File: config.mk
export PLATFORM = sky130hd
export DESIGN_NAME = tsc_timer_status
export DESIGN_NICKNAME = d
export VERILOG_FILES = /design/src/verilog/tsc_pkg.sv /design/src/verilog/tsc_flag.sv /design/src/verilog/tsc_capture.sv /design/src/verilog/tsc_timer_status.sv
export SDC_FILE = /design/constraint.sdc
export NUM_CORES = 1
export LEC_CHECK = 0
export BUFFER_PORTS_ARGS = -buffer_cell sky130_fd_sc_hd__buf_2
export CAP_MARGIN = 20
export CORE_UTILIZATION = 45
export DETAILED_ROUTE_END_ITERATION = 10
export MAX_ROUTING_LAYER = met4
export SLEW_MARGIN = 0
export SYNTH_ARGS = -nofsm -noshare
export SYNTH_HDL_FRONTEND = slang
export SYNTH_SLANG_ARGS = --single-unit
File: constraint.sdc
create_clock -name clk -period 3.7 [get_ports clk]
set_input_delay 0.37 -clock clk [delete_from_list [all_inputs] [get_ports clk]]
set_output_delay 0.37 -clock clk [all_outputs]
set_load 0.05 [all_outputs]
File: src/verilog/tsc_pkg.sv
// Shared constants and carrier type of the timer status block
package tsc_pkg;

  // ==========================================================
  // Register offsets (byte addresses on the register port)
  localparam logic [7:0] TSC_OFS_CAP_ONE_HI  = 8'h10;
  localparam logic [7:0] TSC_OFS_CAP_ONE_LO  = 8'h11;
  localparam logic [7:0] TSC_OFS_CMP_ONE_HI  = 8'h12;
  localparam logic [7:0] TSC_OFS_CMP_ONE_LO  = 8'h13;
  localparam logic [7:0] TSC_OFS_CAP_TWO_HI  = 8'h14;
  localparam logic [7:0] TSC_OFS_CAP_TWO_LO  = 8'h15;
  localparam logic [7:0] TSC_OFS_CMP_TWO_HI  = 8'h16;
  localparam logic [7:0] TSC_OFS_CMP_TWO_LO  = 8'h17;
  localparam logic [7:0] TSC_OFS_COUNT_HI    = 8'h18;
  localparam logic [7:0] TSC_OFS_COUNT_LO    = 8'h19;
  localparam logic [7:0] TSC_OFS_ALT_HI      = 8'h1A;
  localparam logic [7:0] TSC_OFS_ALT_LO      = 8'h1B;
  localparam logic [7:0] TSC_OFS_CONTROL     = 8'h1C;
  localparam logic [7:0] TSC_OFS_EDGE        = 8'h1D;
  localparam logic [7:0] TSC_OFS_TIMER_FLAGS = 8'h1E;

  // ==========================================================
  // Field positions of timer_flags
  localparam int TSC_BIT_CAPTURE_ONE_FLAG  = 7;
  localparam int TSC_BIT_CAPTURE_TWO_FLAG  = 6;
  localparam int TSC_BIT_COMPARE_ONE_FLAG  = 5;
  localparam int TSC_BIT_OVERFLOW_FLAG     = 4;
  localparam int TSC_BIT_COMPARE_TWO_FLAG  = 3;
  localparam int TSC_BIT_COMPARE_ONE_INPUT = 2;
  localparam int TSC_BIT_COMPARE_TWO_INPUT = 1;

  // Field positions of the control register
  localparam int TSC_BIT_CAPTURE_ONE_IRQ_ENABLE = 7;
  localparam int TSC_BIT_CAPTURE_TWO_IRQ_ENABLE = 6;
  localparam int TSC_BIT_COMPARE_ONE_IRQ_ENABLE = 5;
  localparam int TSC_BIT_OVERFLOW_IRQ_ENABLE    = 4;
  localparam int TSC_BIT_COMPARE_TWO_IRQ_ENABLE = 3;
  localparam int TSC_BIT_TIMER_SHUTOFF          = 0;

  // Field positions of the edge register (1 = rising edge)
  localparam int TSC_BIT_EDGE_ONE = 1;
  localparam int TSC_BIT_EDGE_TWO = 0;

  // ==========================================================
  // Flag vector index order
  localparam int TSC_FLAG_CAP_ONE = 0;
  localparam int TSC_FLAG_CAP_TWO = 1;
  localparam int TSC_FLAG_CMP_ONE = 2;
  localparam int TSC_FLAG_OVF     = 3;
  localparam int TSC_FLAG_CMP_TWO = 4;
  localparam int TSC_NUM_FLAGS    = 5;

  // ==========================================================
  // Reset values and timing counts
  localparam logic [15:0] TSC_COUNT_RESET    = 16'hFFFC;
  localparam logic [15:0] TSC_COUNT_ALL_ONES = 16'hFFFF;
  localparam logic [7:0]  TSC_CONTROL_RESET  = 8'h00;
  localparam logic [7:0]  TSC_EDGE_RESET     = 8'h00;
  localparam logic [15:0] TSC_COMPARE_RESET  = 16'h0000;
  localparam logic [7:0]  TSC_PRESCALE       = 8'h04;

  // ==========================================================
  // Register port carrier
  typedef struct packed {
    logic [7:0] addr;
    logic [7:0] wdata;
    logic       wr;
    logic       rd;
  } tsc_bus_req_t;

endpackage

File: src/verilog/tsc_flag.sv
// One status flag with its two-step arm and clear sequence
`timescale 1ns/1ps
module tsc_flag (
  // Clock and reset
  input  wire logic clk,
  input  wire logic nrst,
  // Events
  input  wire logic set,
  input  wire logic status_access,
  input  wire logic clear_access,
  // State
  output logic      flag
);

  typedef struct packed {
    logic flag;
    logic armed;
  } tsc_flag_state_t;

  tsc_flag_state_t st;
  tsc_flag_state_t next_st;

  always_comb begin
    next_st = st;
    if (status_access) begin
      next_st.armed = st.flag;
    end
    if (clear_access && st.armed) begin
      next_st.flag  = 1'b0;
      next_st.armed = 1'b0;
    end
    // Set wins over a clear in the same cycle
    if (set) begin
      next_st.flag = 1'b1;
    end
  end

  always_ff @(posedge clk) begin
    if (!nrst) begin
      st <= '0;
    end else begin
      st <= next_st;
    end
  end

  assign flag = st.flag;

endmodule

File: src/verilog/tsc_capture.sv
// One input capture channel: edge detect, stop-mode arming, latch
`timescale 1ns/1ps
module tsc_capture (
  // Clock and reset
  input  wire logic        clk,
  input  wire logic        nrst,
  // Pin and configuration
  input  wire logic        pin,
  input  wire logic        edge_rising,
  input  wire logic        stop_mode,
  input  wire logic        inhibit,
  input  wire logic [15:0] count,
  // Results
  output logic [15:0]      value,
  output logic             event_pulse
);

  typedef struct packed {
    logic        pin_q;
    logic        stop_q;
    logic        armed;
    logic        event_pulse;
    logic [15:0] value;
  } tsc_cap_state_t;

  tsc_cap_state_t st;
  tsc_cap_state_t next_st;
  logic           hit;

  always_comb begin
    next_st             = st;
    next_st.pin_q       = pin;
    next_st.stop_q      = stop_mode;
    next_st.event_pulse = 1'b0;
    hit = edge_rising ? (pin && !st.pin_q) : (!pin && st.pin_q);
    if (stop_mode) begin
      // Only the first edge in stop is kept; no flag yet
      if (hit && !st.armed) begin
        next_st.armed = 1'b1;
        next_st.value = count;
      end
    end else if (st.stop_q && st.armed) begin
      next_st.armed       = 1'b0;
      next_st.event_pulse = 1'b1;
    end else if (hit && !inhibit) begin
      next_st.value       = count;
      next_st.event_pulse = 1'b1;
    end
  end

  // Reset drops any armed edge and its data
  always_ff @(posedge clk) begin
    if (!nrst) begin
      st <= '0;
    end else begin
      st <= next_st;
    end
  end

  assign value       = st.value;
  assign event_pulse = st.event_pulse;

endmodule

File: src/verilog/tsc_timer_status.sv
// Timer status flags, free-running counter and low-power behaviour
`timescale 1ns/1ps
module tsc_timer_status #(
  parameter logic [7:0] PRESCALE = tsc_pkg::TSC_PRESCALE
) (
  // Clock and reset
  input  wire logic                 clk,
  input  wire logic                 nrst,
  // Register port
  input  wire tsc_pkg::tsc_bus_req_t bus_req,
  output logic [7:0]                rdata,
  // Capture pins
  input  wire logic                 capture_input_pin_one,
  input  wire logic                 capture_input_pin_two,
  // Processor power state
  input  wire logic                 wait_mode,
  input  wire logic                 stop_mode,
  input  wire logic                 irq_enable,
  // Requests
  output logic                      timer_irq,
  output logic                      wait_wake
);

  import tsc_pkg::*;

  // ==========================================================
  // State
  typedef struct packed {
    logic [15:0] count;
    logic [7:0]  pre;
    logic [7:0]  control;
    logic [7:0]  edges;
    logic [15:0] cmp_one;
    logic [15:0] cmp_two;
    logic        si_one;
    logic        si_two;
    logic [1:0]  cap_inhibit;
    logic [7:0]  rdata;
  } tsc_core_state_t;

  tsc_core_state_t            st;
  tsc_core_state_t            next_st;
  logic [15:0]                count_inc;
  logic                       tick;
  logic                       running;
  logic                       match_one;
  logic                       match_two;
  logic                       ovf_event;
  logic                       status_access;
  logic [TSC_NUM_FLAGS-1:0]   set_vec;
  logic [TSC_NUM_FLAGS-1:0]   clear_vec;
  logic [TSC_NUM_FLAGS-1:0]   flags;
  logic [TSC_NUM_FLAGS-1:0]   enables;
  logic [15:0]                cap_one_value;
  logic [15:0]                cap_two_value;
  logic                       cap_one_event;
  logic                       cap_two_event;
  logic [7:0]                 flags_byte;

  // ==========================================================
  // Address decode helper
  function automatic logic hits(input tsc_bus_req_t req, input logic [7:0] ofs);
    hits = (req.rd || req.wr) && (req.addr == ofs);
  endfunction

  // ==========================================================
  // Capture channels
  tsc_capture u_cap_one (
    .clk         (clk),
    .nrst        (nrst),
    .pin         (capture_input_pin_one),
    .edge_rising (st.edges[TSC_BIT_EDGE_ONE]),
    .stop_mode   (stop_mode),
    .inhibit     (st.cap_inhibit[0]),
    .count       (st.count),
    .value       (cap_one_value),
    .event_pulse (cap_one_event)
  );

  tsc_capture u_cap_two (
    .clk         (clk),
    .nrst        (nrst),
    .pin         (capture_input_pin_two),
    .edge_rising (st.edges[TSC_BIT_EDGE_TWO]),
    .stop_mode   (stop_mode),
    .inhibit     (st.cap_inhibit[1]),
    .count       (st.count),
    .value       (cap_two_value),
    .event_pulse (cap_two_event)
  );

  // ==========================================================
  // Flags
  assign status_access = hits(bus_req, TSC_OFS_TIMER_FLAGS);

  assign set_vec[TSC_FLAG_CAP_ONE] = cap_one_event;
  assign set_vec[TSC_FLAG_CAP_TWO] = cap_two_event;
  assign set_vec[TSC_FLAG_CMP_ONE] = match_one;
  assign set_vec[TSC_FLAG_OVF]     = ovf_event;
  assign set_vec[TSC_FLAG_CMP_TWO] = match_two;

  assign clear_vec[TSC_FLAG_CAP_ONE] = hits(bus_req, TSC_OFS_CAP_ONE_LO);
  assign clear_vec[TSC_FLAG_CAP_TWO] = hits(bus_req, TSC_OFS_CAP_TWO_LO);
  assign clear_vec[TSC_FLAG_CMP_ONE] = hits(bus_req, TSC_OFS_CMP_ONE_LO);
  assign clear_vec[TSC_FLAG_CMP_TWO] = hits(bus_req, TSC_OFS_CMP_TWO_LO);
  // Only the true counter low byte; the alternate copy is left out
  assign clear_vec[TSC_FLAG_OVF] =
    bus_req.rd && (bus_req.addr == TSC_OFS_COUNT_LO);

  genvar gi;
  generate
    for (gi = 0; gi < TSC_NUM_FLAGS; gi++) begin : g_flag
      tsc_flag u_flag (
        .clk           (clk),
        .nrst          (nrst),
        .set           (set_vec[gi]),
        .status_access (status_access),
        .clear_access  (clear_vec[gi]),
        .flag          (flags[gi])
      );
    end
  endgenerate

  assign flags_byte = {flags[TSC_FLAG_CAP_ONE],
                       flags[TSC_FLAG_CAP_TWO],
                       flags[TSC_FLAG_CMP_ONE],
                       flags[TSC_FLAG_OVF],
                       flags[TSC_FLAG_CMP_TWO],
                       st.si_one,
                       st.si_two,
                       1'b0};

  // ==========================================================
  // Interrupt request and wake
  assign enables[TSC_FLAG_CAP_ONE] = st.control[TSC_BIT_CAPTURE_ONE_IRQ_ENABLE];
  assign enables[TSC_FLAG_CAP_TWO] = st.control[TSC_BIT_CAPTURE_TWO_IRQ_ENABLE];
  assign enables[TSC_FLAG_CMP_ONE] = st.control[TSC_BIT_COMPARE_ONE_IRQ_ENABLE];
  assign enables[TSC_FLAG_OVF]     = st.control[TSC_BIT_OVERFLOW_IRQ_ENABLE];
  assign enables[TSC_FLAG_CMP_TWO] = st.control[TSC_BIT_COMPARE_TWO_IRQ_ENABLE];

  assign timer_irq = |(flags & enables);
  assign wait_wake = timer_irq && irq_enable && wait_mode;

  // ==========================================================
  // Counter, compares, register writes and read data
  always_comb begin
    next_st   = st;
    tick      = 1'b0;
    // Wait mode does not enter here: the counter keeps going
    running   = !stop_mode && !st.control[TSC_BIT_TIMER_SHUTOFF];
    count_inc = st.count + 16'h0001;
    if (running) begin
      if (st.pre >= PRESCALE - 8'h01) begin
        next_st.pre = 8'h00;
        tick        = 1'b1;
      end else begin
        next_st.pre = st.pre + 8'h01;
      end
    end
    if (tick) begin
      next_st.count = count_inc;
    end
    ovf_event = tick && (st.count == TSC_COUNT_ALL_ONES);
    match_one = tick && (count_inc == st.cmp_one);
    match_two = tick && (count_inc == st.cmp_two);
    if (match_one) begin
      next_st.si_one = capture_input_pin_one;
    end
    if (match_two) begin
      next_st.si_two = capture_input_pin_two;
    end

    // Writes; timer_flags and read-only bytes store nothing
    if (bus_req.wr) begin
      if (bus_req.addr == TSC_OFS_CONTROL) begin
        next_st.control = bus_req.wdata;
      end else if (bus_req.addr == TSC_OFS_EDGE) begin
        next_st.edges = bus_req.wdata;
      end else if (bus_req.addr == TSC_OFS_CMP_ONE_HI) begin
        next_st.cmp_one[15:8] = bus_req.wdata;
      end else if (bus_req.addr == TSC_OFS_CMP_ONE_LO) begin
        next_st.cmp_one[7:0] = bus_req.wdata;
      end else if (bus_req.addr == TSC_OFS_CMP_TWO_HI) begin
        next_st.cmp_two[15:8] = bus_req.wdata;
      end else if (bus_req.addr == TSC_OFS_CMP_TWO_LO) begin
        next_st.cmp_two[7:0] = bus_req.wdata;
      end
    end

    // High-byte read freezes the capture outside stop until its low byte is read
    if (bus_req.rd) begin
      if (bus_req.addr == TSC_OFS_CAP_ONE_HI) begin
        next_st.cap_inhibit[0] = 1'b1;
      end else if (bus_req.addr == TSC_OFS_CAP_ONE_LO) begin
        next_st.cap_inhibit[0] = 1'b0;
      end else if (bus_req.addr == TSC_OFS_CAP_TWO_HI) begin
        next_st.cap_inhibit[1] = 1'b1;
      end else if (bus_req.addr == TSC_OFS_CAP_TWO_LO) begin
        next_st.cap_inhibit[1] = 1'b0;
      end
    end

    // Read data stand for exactly the cycle after the strobe
    next_st.rdata = 8'h00;
    if (bus_req.rd) begin
      if (bus_req.addr == TSC_OFS_TIMER_FLAGS) begin
        next_st.rdata = flags_byte;
      end else if (bus_req.addr == TSC_OFS_CAP_ONE_HI) begin
        next_st.rdata = cap_one_value[15:8];
      end else if (bus_req.addr == TSC_OFS_CAP_ONE_LO) begin
        next_st.rdata = cap_one_value[7:0];
      end else if (bus_req.addr == TSC_OFS_CAP_TWO_HI) begin
        next_st.rdata = cap_two_value[15:8];
      end else if (bus_req.addr == TSC_OFS_CAP_TWO_LO) begin
        next_st.rdata = cap_two_value[7:0];
      end else if (bus_req.addr == TSC_OFS_CMP_ONE_HI) begin
        next_st.rdata = st.cmp_one[15:8];
      end else if (bus_req.addr == TSC_OFS_CMP_ONE_LO) begin
        next_st.rdata = st.cmp_one[7:0];
      end else if (bus_req.addr == TSC_OFS_CMP_TWO_HI) begin
        next_st.rdata = st.cmp_two[15:8];
      end else if (bus_req.addr == TSC_OFS_CMP_TWO_LO) begin
        next_st.rdata = st.cmp_two[7:0];
      end else if (bus_req.addr == TSC_OFS_COUNT_HI || bus_req.addr == TSC_OFS_ALT_HI) begin
        next_st.rdata = st.count[15:8];
      end else if (bus_req.addr == TSC_OFS_COUNT_LO || bus_req.addr == TSC_OFS_ALT_LO) begin
        next_st.rdata = st.count[7:0];
      end else if (bus_req.addr == TSC_OFS_CONTROL) begin
        next_st.rdata = st.control;
      end else if (bus_req.addr == TSC_OFS_EDGE) begin
        next_st.rdata = st.edges;
      end
    end
  end

  // ==========================================================
  // Registers
  always_ff @(posedge clk) begin
    if (!nrst) begin
      st         <= '0;
      st.count   <= TSC_COUNT_RESET;
      st.control <= TSC_CONTROL_RESET;
      st.edges   <= TSC_EDGE_RESET;
      st.cmp_one <= TSC_COMPARE_RESET;
      st.cmp_two <= TSC_COMPARE_RESET;
    end else begin
      st <= next_st;
    end
  end

  assign rdata = st.rdata;

endmodule

# After elaboration in Yosys (flattened, before gate mapping)
# Index checks and enable logic that the tools add are counted.
[word_totals]
elab_cells = 193
reg_bits = 133
out_inout_bits = 10
input_bits = 25
[classes]
magnitude_cmp = 1
addsub = 2
n_eq_ne = 22
muxes = 53
bitwise_logic = 10
reduce_logical = 72
[op_table]
columns = ["operator", "n"]
rows = [
  ["== test 8 x 5 -> 1 bit, second input constant", 15],
  ["two-way mux 8 bit", 14],
  ["two-way mux 16 bit", 6],
  ["two-way mux 17 bit", 2],
  ["== test 16 bit", 2],
  ["logical AND 1 bit", 27],
  ["two-way mux 1 bit", 26],
  ["nonzero test 2 bit", 11],
  ["adder 16 x 1 -> 16 bit, second input constant", 1],
  ["== test 16 bit, second input constant", 1],
  ["OR reduction 2 bit", 6],
  ["logical NOT 1 bit", 10],
  ["two-way mux 2 bit", 5],
  ["AND reduction 2 bit", 5],
  ["inverter 1 bit", 9],
  ["AND reduction 3 bit", 3],
  ["adder 8 x 1 -> 8 bit, second input constant", 1],
  ["greater-or-equal comparator 8 x 2 -> 1 bit, second input constant", 1],
  ["AND reduction 4 bit", 2],
  ["AND reduction 7 bit", 1],
  ["AND reduction 6 bit", 1],
  ["AND 5 bit", 1],
  ["AND reduction 5 bit", 1],
  ["OR reduction 5 bit", 1],
  ["other kinds (4)", 8],
]

# Longest topological paths before layout
# Gate-level depths: netlist of the first run.
[depth]
word_depth = 14
ltp_mapped = 9
depth_no_buf = 8

# Hierarchy
# From an unflattened synthesis of the first run, not the netlist that was laid out.
[hier_totals]
cells_unflattened = 937
hier_area_um2 = 7741.2
[modules_own_cells]
columns = ["module", "area_each_um2", "seq_area_each_um2", "cells_each", "instances"]
rows = [
  ["tsc_timer_status", 5467.7, 1681.6, 692, 1],
  ["tsc_capture", 945.9, 400.4, 105, 2],
  ["tsc_flag", 76.3, 40.0, 7, 5],
]

# Least setup slack after synthesis of the first run
# OpenSTA, ideal clock, no wires.
[synth_timing]
path_kind = "reg-to-reg"
start = "register, netlist name st[69]"
end = "register st, in the netlist flags_byte[2]"
synth_period_minus_slack_ps = 2437
n_path_buf = 1
stages_incl_launch_ff = 10
arrival_time_ps = 2365
slack_ps = 1263
setup_ps = 72
t_required_ps = 3628
cell_sequence = "dfxtp_1 ha_1 clkbuf_1 or3b_2 o21ai_0 a21oi_1 a2111oi_0 nand3_1 nor4_1 mux2i_1"
[synth_via]
elab_chain_len = 3
[synth_lines]
columns = ["element", "line", "rtl"]
rows = [
  ["adder 16 x 1 -> 16 bit", "tsc_timer_status.sv:151", "count_inc = st.count + 16'h0001;"],
  ["== test 16 bit", "tsc_timer_status.sv:164", "match_one = tick && (count_inc == st.cmp_one);"],
  ["logical AND 1 bit", "tsc_timer_status.sv:164", ""],
  ["end signal, assigned", "tsc_timer_status.sv:247", "st <= next_st;"],
  ["end, declared", "tsc_timer_status.sv:41", "tsc_core_state_t st;"],
]
# Every way passes these cells.
# A chain may end at the register's enable or synchronous reset.

# Worst setup path after layout of the first run
[layout_timing]
start = "register, netlist name st[69]"
end = "register st, in the netlist flags_byte[2]"
[layout_via]
elab_chain_len = 3
[layout_lines]
columns = ["element", "line"]
rows = [
  ["adder 16 x 1 -> 16 bit", "tsc_timer_status.sv:151"],
  ["== test 16 bit", "tsc_timer_status.sv:164"],
  ["logical AND 1 bit", "tsc_timer_status.sv:164"],
]
# Every way passes these cells.

==> flow_metrics.py, run 1 <==
metrics = {
    "floorplan": {
        "rows": 45,
        "fp.dieW_microns": 127,
        "pin_count": 35,
        "die_y_microns": 127,
        "dieArea_sq_um": 16000,
        "core-area_sq_um": 15200,
        "initial_core_util": 0.460,
    },
    "synthesis": {
        "seq_area_frac_synth": 0.381,
        "synth-seq-cells": 133,
        "syn_inst": 829,
        "syn-num-nets": 856,
        "yosys_warnings": 0,
        "synthTopCellsByArea": "dfxtp_1 (38%), mux2i_1 (13%), nor2_1 (6.8%), a21oi_1 (4.4%), nand2_1 (3.6%)",
        "post-synth-top-area-cell": "dfxtp_1",
        "synth-edff-count": 0,
        "synth_top_area_share": 0.381,
        "synth_area_per_cell_sq_um": 8.44,
        "async_flop_share": 0,
        "synthDistinctLibCells": 77,
        "synth_area_sq_um": 7000,
        "ys.flop_type": "dfxtp_1",
    },
    "clock_network": {
        "cts.sinks": 133,
        "cts_root_buf": "clkbuf_16",
        "cts_made_buffers": 17,
        "clk_latency_ps": 430,
        "cts_tree": "yes",
        "clockBufferDepth": 2,
        "cts_max_level": 4,
        "clk_transition_reported_paths_ps": 60,
        "ctsResizeCount": 0,
        "hold_buffers": 0,
        "post_cts_buffers": 0,
    },
    "power": {
        "power_density_nw_per_um2": 426,
        "peakVddDrop_v": 0.000414,
        "p_leak_nw": 3.22,
    },
    "finish": {
        "instances_no_fill": 1039,
        "n_antenna_cell": 0,
        "layout_common_cells": "dfxtp_1 (133), nor2_1 (127), mux2i_1 (88)",
        "final_nets": 867,
        "fin_util": 0.513,
        "drive_gt1_frac": 0.127,
        "syn2layout_area_growth_pct": 11.4,
        "layout_commonest_cell": "dfxtp_1",
    },
    "routing": {
        "antenna_left": 0,
        "viasPerCell": 6.05,
        "firstDrtPassIters": 6,
        "num_vias": 6288,
        "drtIter0Drc": 521,
        "post_drt_wl_per_cell_microns": 21.1,
        "drt-total-wl_mm": 22.0,
        "drc": 0,
    },
    "min_path": {
        "worstHoldPathType": "in -> reg",
    },
    "sta": {
        "fin_tns_setup_ps": 0,
        "worst_slack_ps": 269,
        "clock_skew_ps": 6.06,
        "slew_headroom": 0.343,
        "min_period_over_period": 0.927,
        "fin_crit_ps": 3430,
        "hold_violations": 0,
        "slew_viol_final": 0,
        "finalSetupViolCount": 0,
        "tightest_slew_ps": 985,
        "fmax_mhz": 291,
        "rsz0062_at_grt": "false",
        "hold_slack_ps": 184,
    },
    "worst_setup_path": {
        "end_kind": "flop",
        "path_max_fanout": 11,
        "crit_path_frequent_cell": "nor4_1",
        "worstSetupStartpointType": "flop",
        "cp_slowest_stage_delay_ps": 740,
        "crit_type": "reg -> reg",
        "path_delay_family": "simple AND/OR/NAND/NOR gates",
        "arrival_ps": 3790,
        "crit_chain": "ha_1 -> nand4_1 -> nor4_1 -> xnor2_1 -> xor2_1 -> nand2_1 -> nor4_1 -> mux2i_1",
        "path_buf_inv": 0,
        "cp.required_ps": 4060,
        "slowest_stage": "nor4_1",
    },
    "placed_design": {
        "gp_congestion": 0.942,
        "dpl.cell_count": 1009,
        "numPortBuffers": 34,
        "post-place-ws_ps": 364,
        "hpwlAfterDp_mm": 15.8,
    },
    "global_routing": {
        "first_global_vias": 5886,
        "track_usage": 0.292,
        "gr-total-overflow": 0,
        "grt_max_degree": 56,
        "grt_pass1_wl_mm": 34.1,
        "antenna_found_initial": 0,
    },
    "status": {
        "status": "finished clean",
    },
    "job": {
        "drv_cap": 0,
    },
}
per-layer routing:
metal | share of wire | up-vias | track usage
met3 | 0.054 | 42 | 0.0540
li1 | - | 2962 | -
met4 | 0.029 | 0 | 0.122
met1 | 0.47 | 3074 | 0.385
met2 | 0.45 | 210 | 0.438
met5 | 0 | - | -
cell usage after synthesis (3+ instances only):
cell	count
a211oi_1	7
a21oi_1	61
a221oi_1	5
a22oi_1	8
a31oi_1	7
and2_1	3
and3_1	7
and3_2	3
buf_1	3
buf_2	5
buf_4	9
buf_6	3
clkbuf_1	39
clkbuf_8	5
dfxtp_1	133
inv_1	15
mux2i_1	88
nand2_1	67
nand2b_1	8
nand3_1	19
nand3b_1	4
nand4_1	10
nor2_1	127
nor2b_1	5
nor3_1	7
nor3b_1	3
nor4_1	8
o2111ai_1	4
o211ai_1	7
o21ai_0	40
o221ai_1	3
o22ai_1	9
o311ai_0	3
or2_2	3
or3_1	3
or4_1	3
xnor2_1	27
xor2_1	19
report_power, final:
part / internal, mW / switching (mW)
clock: 1.00 / 0.659
combinational: 0.0599 / 0.121
sequential: 1.46 / 0.0180
total: 2.52 / 0.798
worst min-delay path: stages:
cell and delay, ps:
buf_2 100, nand2_1 60, inv_1 50
area by class of cell:
cell class	instances	area [sq um]
Multi-Input combinational cell	615	3920
Clock inverter	11	130
Sequential cell	133	2660
Timing Repair Buffer	56	335
Fill cell	1480	7410
Inverter	17	63.8
Clock buffer	19	443
Tap cell	188	235
state kept, by name, summed over array words and instances (netlist names):
signal,count
g_flag.u_flag.st,5
enables,5
u_cap_two.event_pulse,1
u_cap_one.value,16
flags_byte,2
u_cap_two.value,16
u_cap_one.st,2
st,69
u_cap_two.st,3
rdata,8
u_cap_one.event_pulse,1
g_flag.u_flag.flag,5
logic make-up (layout without fill, tap and decap cells):
logic type / Yosys count / after routing / synth area share
XOR/XNOR: 47 / 47 / 0.0610
multiplexers: 89 / 89 / 0.128
AO/OA/AOI/OAI: 180 / 180 / 0.163
AND/OR/NAND/NOR: 297 / 297 / 0.204
adder cells (fa/ha/maj): 2 / 2 / 0.00358
buffers and inverters: 81 / 103 / 0.0596
flip-flops: 133 / 133 / 0.381
stage by stage:
| stage | area (sq um) | total power [mW] |
|---|---|---|
| floorplan | 7000 | 1.62 |
| global placement | 7220 | 1.68 |
| detailed placement | 7220 | 1.68 |
| CTS | 7790 | 3.33 |
| global route | 7790 | 3.41 |
| finish | 7790 | 3.32 |
path summary, 6_finish.rpt:
path	end	slack (ps)	cells after the start	start
worst min-delay path	u_cap_one.st[19]	180	3	capture_input_pin_one
worst max-delay path	flags_byte[2]	270	8	st[69]
worst min register to register	g_flag[0].u_flag.flag	450	2	u_cap_one.event_pulse
worst max register to register	flags_byte[2]	270	8	st[69]
No activity file was read; power rests on OpenSTA's default activity.
==> inputs of run 2 (changes only) <==
ABC_AREA = 1   (was default)
CORE_UTILIZATION = 30   (was 45)
PLACE_DENSITY = 0.52   (was default)
==> run 2 against run 1 <==
  * Register-to-register slack better by 730 ps
  * Non-clock buffer count shrank 18
  * Highest routed layer unchanged
  * Wire length up 0.15%
  * Area after synthesis down 6.9%
  * Via count fell by 0.35%
==> flow_metrics.py, run 2 <==
metrics = {
    "finish": {
        "instances_no_fill": 1247,
        "layout_common_cells": "nand2_1 (194), dfxtp_1 (133), inv_1 (115)",
        "n_antenna_cell": 0,
        "top_register": "st",
        "final_nets": 987,
        "syn2layout_area_growth_pct": 14.8,
        "drive_gt1_frac": 0.109,
        "layout_commonest_cell": "nand2_1",
        "largest_reg_flops": 69,
    },
    "floorplan": {
        "fp.dieW_microns": 149,
        "rows": 53,
        "dieArea_sq_um": 22300,
        "initial_core_util": 0.308,
        "core-area_sq_um": 21200,
        "die_y_microns": 149,
        "pin_count": 35,
    },
    "routing": {
        "wl_met2_mm": 9.40,
        "drc": 0,
        "m1WireLength_mm": 10.6,
        "firstDrtPassIters": 5,
        "antenna_left": 0,
        "post_drt_wl_per_cell_microns": 17.6,
        "viasPerCell": 5.02,
        "num_vias": 6266,
        "top_layer": "met4",
        "dr_wl_met3_mm": 1.42,
        "drtIter0Drc": 605,
        "drt-total-wl_mm": 22.0,
    },
    "power": {
        "peakVddDrop_v": 0.000308,
        "p_int_mw": 2.59,
        "switching_power_uw": 826,
        "p_leak_nw": 3.21,
        "power_density_nw_per_um2": 456,
        "clkPwrFrac": 0.511,
        "power.total_mw": 3.41,
        "swShare": 0.242,
        "pwr-share-comb": 0.052,
        "p_seq_frac": 0.437,
    },
    "clock_network": {
        "cts_root_buf": "clkbuf_16",
        "cts_tree": "yes",
        "clk_latency_ps": 430,
        "hold_buffers": 0,
        "clockBufferDepth": 2,
        "cts.sinks": 133,
        "cts_made_buffers": 17,
        "ctsResizeCount": 0,
        "post_cts_buffers": 0,
        "cts_max_level": 4,
        "clk_transition_reported_paths_ps": 60,
    },
    "sta": {
        "slew_viol_final": 0,
        "min_period_over_period": 0.729,
        "hold_slack_ps": 187,
        "slew_headroom": 0.463,
        "tightest_slew_ps": 799,
        "rsz0062_at_grt": "false",
        "hold_violations": 0,
        "fin_crit_ps": 2700,
        "fin_tns_setup_ps": 0,
        "fmax_mhz": 371,
        "clock_skew_ps": 10.4,
        "finalSetupViolCount": 0,
    },
    "synthesis": {
        "syn-num-nets": 965,
        "synth-edff-count": 0,
        "synth_area_per_cell_sq_um": 6.94,
        "synth_top_area_share": 0.409,
        "synth_area_sq_um": 6510,
        "synth-seq-cells": 133,
        "async_flop_share": 0,
        "ys.flop_type": "dfxtp_1",
        "post-synth-top-area-cell": "dfxtp_1",
        "synthDistinctLibCells": 41,
        "yosys_warnings": 0,
        "synth.most_common_cell": "nand2_1",
        "synthTopCellsByArea": "dfxtp_1 (41%), nand2_1 (11%), a21oi_1 (7.5%), o21ai_0 (7.4%), inv_1 (6.6%)",
        "ys_top_cells_by_count": "nand2_1 (194), dfxtp_1 (133), inv_1 (115), a21oi_1 (98), o21ai_0 (96)",
        "seq_area_frac_synth": 0.409,
        "syn_inst": 938,
    },
    "worst_setup_path": {
        "crit_type": "reg -> reg",
        "arrival_ps": 3070,
        "ff2ff_setup_slack_ps": 1000,
        "worstSetupStartpointType": "flop",
        "cp.required_ps": 4070,
        "end_kind": "flop",
        "path_max_fanout": 11,
    },
    "job": {
        "drv_cap": 0,
    },
    "global_routing": {
        "first_global_vias": 5719,
        "track_usage": 0.210,
        "grt_pass1_wl_mm": 33.4,
        "antenna_found_initial": 0,
        "gr-total-overflow": 0,
        "grt_max_degree": 62,
    },
    "placed_design": {
        "gp_congestion": 0.957,
        "numPortBuffers": 34,
        "hpwlAfterDp_mm": 16.8,
        "dpl.cell_count": 1216,
    },
    "status": {
        "status": "finished clean",
    },
    "min_path": {
        "worstHoldPathType": "in -> reg",
    },
}
## run 2: cell count changes after synthesis, moves of 30 or more
| cell | delta |
|---|---|
| a21oi_1 | +37 |
| nand3_1 | +30 |
| o21ai_0 | +56 |
| nor2_1 | -37 |
| mux2i_1 | -88 |
| inv_1 | +100 |
| nand2_1 | +127 |
## run 2: final timing paths
path                                       startpoint               endpoint  depth (start not counted)
worst max-delay path                           st[68]          flags_byte[2]                         15
worst min-delay path            capture_input_pin_two       u_cap_two.st[19]                          3
worst max register to register                 st[68]          flags_byte[2]                         15
worst min register to register  u_cap_two.event_pulse  g_flag[1].u_flag.flag                          2
## run 2: routing by layer
metal,up-vias,GRT usage
li1,3133,-
met1,2871,0.287
met2,214,0.300
met3,48,0.0450
met4,0,0.0796
met5,-,-
## run 2: metrics by stage
| stage | cell area, sq um | util | worst slack, ps |
|---|---|---|---|
| finish | 7480 | 0.354 | 1000 |
| floorplan | 6510 | - | 1490 |
| CTS | 7480 | 0.354 | 1060 |
| detailed placement | 6880 | 0.325 | 1080 |
| global route | 7480 | 0.354 | 856 |
| global placement | 6880 | 0.325 | 1020 |
## run 2: critical path, cell delays in order (launching register included)
cell,delay (ps)
dfxtp_1,590
ha_1,430
nand2_1,160
nor2_4,160
nand2_1,90
nand2_1,140
nand2_1,70
nand2_1,80
nand3_1,80
nor2_1,120
nand3_1,80
nor2_1,220
nand4_2,190
nand2_1,100
nand2_1,50
nor2_1,90
## run 2: area by class of cell
class	count	area, sq um
clock buffers	17	425
clock inverters	14	176
fillers	2261	13700
inverters	121	454
multi-input cells	649	3220
flip-flops and latches	133	2660
well taps	275	344
repair buffers	38	200
## run 2: power by group through the flow
stage | registers [mW] | clock network, mW | logic, mW
6_report | 1.49 | 1.74 | 0.177
5_1_grt | 1.50 | 1.83 | 0.200
4_1_cts | 1.49 | 1.77 | 0.177
3_5_place_dp | 1.52 | 0 | 0.176
3_3_place_gp | 1.52 | 0 | 0.175
2_1_floorplan | 1.52 | 0 | 0.116
## run 2: cells by family (layout without fill, tap and decap cells)
logic type | count (synthesis) | count (layout) | share of synthesized area
AO/OA/AOI/OAI | 237 | 237 | 0.200
adder cells (fa/ha/maj) | 2 | 2 | 0.00384
flip-flops | 133 | 133 | 0.409
AND/OR/NAND/NOR | 393 | 393 | 0.267
buffers and inverters | 156 | 190 | 0.0976
XOR/XNOR | 17 | 17 | 0.0229
==> inputs of run 3 (changes only) <==
clock period = 2.7 ns   (was 3.7 ns; I/O delays follow)
==> run 3 against run 2 <==
  * Flip-flop and latch count did not move
  * Clock skew rose by 1.6 ps
  * Non-clock buffer count rose by 7
  * Highest routed layer unchanged
  * Largest power group unchanged
  * Clock power rose by 46%
  * Hold slack got worse by 110 ps
==> flow_metrics.py, run 3 (same netlist as run 2, synthesis figures left out) <==
metrics = {
    "clock_network": {
        "clockBufferDepth": 2,
        "clk_transition_reported_paths_ps": 60,
        "cts_made_buffers": 17,
        "ctsResizeCount": 0,
        "cts_max_level": 4,
        "hold_buffers": 0,
        "cts_root_buf": "clkbuf_16",
        "cts.sinks": 133,
        "post_cts_buffers": 0,
        "cts_tree": "yes",
        "clk_latency_ps": 440,
    },
    "worst_setup_path": {
        "ff2ff_path_depth": 11,
        "cp-startpoint": "st[69]",
        "rr_startpoint": "st[69]",
        "path_max_fanout": 6,
        "ff2ff_setup_slack_ps": 240,
        "crit_type": "reg -> reg",
        "crit_chain": "ha_1 -> inv_1 -> o21ai_0 -> nand2_1 -> xor2_1 -> nor2_1 -> nand2_1 -> nor2_1 -> nand3_2 -> o21ai_2 -> and2_1",
        "slowest_stage": "dfxtp_1",
        "cp_slowest_stage_delay_ps": 500,
        "arrival_ps": 2830,
        "end_kind": "flop",
        "r2r_end": "g_flag[4].u_flag.flag",
        "cp.required_ps": 3080,
        "path_buf_inv": 1,
        "cp_num_cells": 11,
        "worstSetupStartpointType": "flop",
        "path_delay_family": "simple AND/OR/NAND/NOR gates",
    },
    "finish": {
        "layout_common_cells": "nand2_1 (194), dfxtp_1 (133), inv_1 (115)",
        "top_register": "st",
        "layout_commonest_cell": "nand2_1",
        "n_antenna_cell": 0,
        "syn2layout_area_growth_pct": 16.2,
        "largest_reg_flops": 69,
        "final_nets": 994,
        "fin_util": 0.358,
        "drive_gt1_frac": 0.116,
        "instances_no_fill": 1255,
        "stdcell_area_sq_um": 7570,
    },
    "routing": {
        "drt-total-wl_mm": 22.3,
        "drtIter0Drc": 739,
        "firstDrtPassIters": 5,
        "antenna_left": 0,
        "viasPerCell": 5.04,
        "post_drt_wl_per_cell_microns": 17.8,
        "num_vias": 6329,
        "drc": 0,
    },
    "job": {
        "drv_cap": 0,
    },
    "global_routing": {
        "first_global_vias": 5846,
        "antenna_found_initial": 0,
        "track_usage": 0.214,
        "grt_pass1_wl_mm": 34.2,
        "grt_max_degree": 63,
        "gr-total-overflow": 0,
    },
    "power": {
        "power.total_mw": 4.83,
        "power_density_nw_per_um2": 638,
        "peakVddDrop_v": 0.000459,
        "p_leak_nw": 3.25,
    },
    "sta": {
        "fin_tns_setup_ps": 0,
        "rsz0062_at_grt": "false",
        "finalSetupViolCount": 0,
        "clock_skew_ps": 11.9,
        "slew_headroom": 0.484,
        "fin_crit_ps": 2460,
        "worst_slack_ps": 243,
        "hold_slack_ps": 78.3,
        "hold_violations": 0,
        "slew_viol_final": 0,
        "tightest_slew_ps": 767,
        "fmax_mhz": 407,
        "min_period_over_period": 0.910,
    },
    "min_path": {
        "worstHoldPathType": "in -> reg",
        "hold-path-endpoint": "u_cap_two.st[19]",
        "holdPathStages": 3,
        "min_from": "capture_input_pin_two",
    },
    "floorplan": {
        "die_y_microns": 149,
        "initial_core_util": 0.308,
        "fp.dieW_microns": 149,
        "core-area_sq_um": 21200,
        "pin_count": 35,
        "dieArea_sq_um": 22300,
        "rows": 53,
    },
    "placed_design": {
        "hpwlAfterDp_mm": 17.0,
        "post-place-ws_ps": 344,
        "numPortBuffers": 34,
        "gp_congestion": 0.963,
        "dpl.cell_count": 1223,
        "placed_area_sq_um": 6930,
    },
    "status": {
        "status": "finished clean",
    },
}
[run 3: cell types whose count changed in the layout (fill, tap and decap cells not counted)]
cell / delta
clkbuf_8: +1
bufinv_16: +1
clkinv_2: -1
inv_6: -2
clkinv_4: +1
clkinvlp_4: +1
buf_4: +7
[run 3: worst max-delay path by stage]
| stage | to | slack [ps] |
|---|---|---|
| 2_1_floorplan | wait_wake | 590 |
| 3_3_place_gp | flags_byte[1] | 320 |
| 3_5_place_dp | flags_byte[1] | 340 |
| 4_1_cts | flags_byte[2] | 320 |
| 5_1_grt | flags_byte[2] | 3 |
| 6_report | g_flag[4].u_flag.flag | 240 |
[run 3: area by class of cell]
cell class / count / area, sq um
well taps: 275 / 344
fillers: 2307 / 13600
clock buffers: 18 / 439
flip-flops and latches: 133 / 2660
repair buffers: 45 / 253
inverters: 121 / 454
clock inverters: 14 / 200
multi-input cells: 649 / 3220
[run 3: routing by layer]
metal	global-route usage	wire length [microns]	vias up
met2	0.305	9430	263
met3	0.0456	1740	46
met1	0.295	10600	2871
met5	-	0	-
li1	-	-	3149
met4	0.0786	524	0
[run 3: power breakdown]
part,switching [mW],total (mW),internal (mW)
Clock,0.958,2.54,1.58
Combinational,0.178,0.249,0.0718
Sequential,0.0264,2.04,2.02
[run 3: worst reg2reg max path, delay by kind of cell (launching register included)]
family	cells	cell delay, ps
simple gates	6	910
xor+xnor	1	190
buf+inv	1	100
flops	1	500
compound gates	2	320
fa+ha+maj	1	370
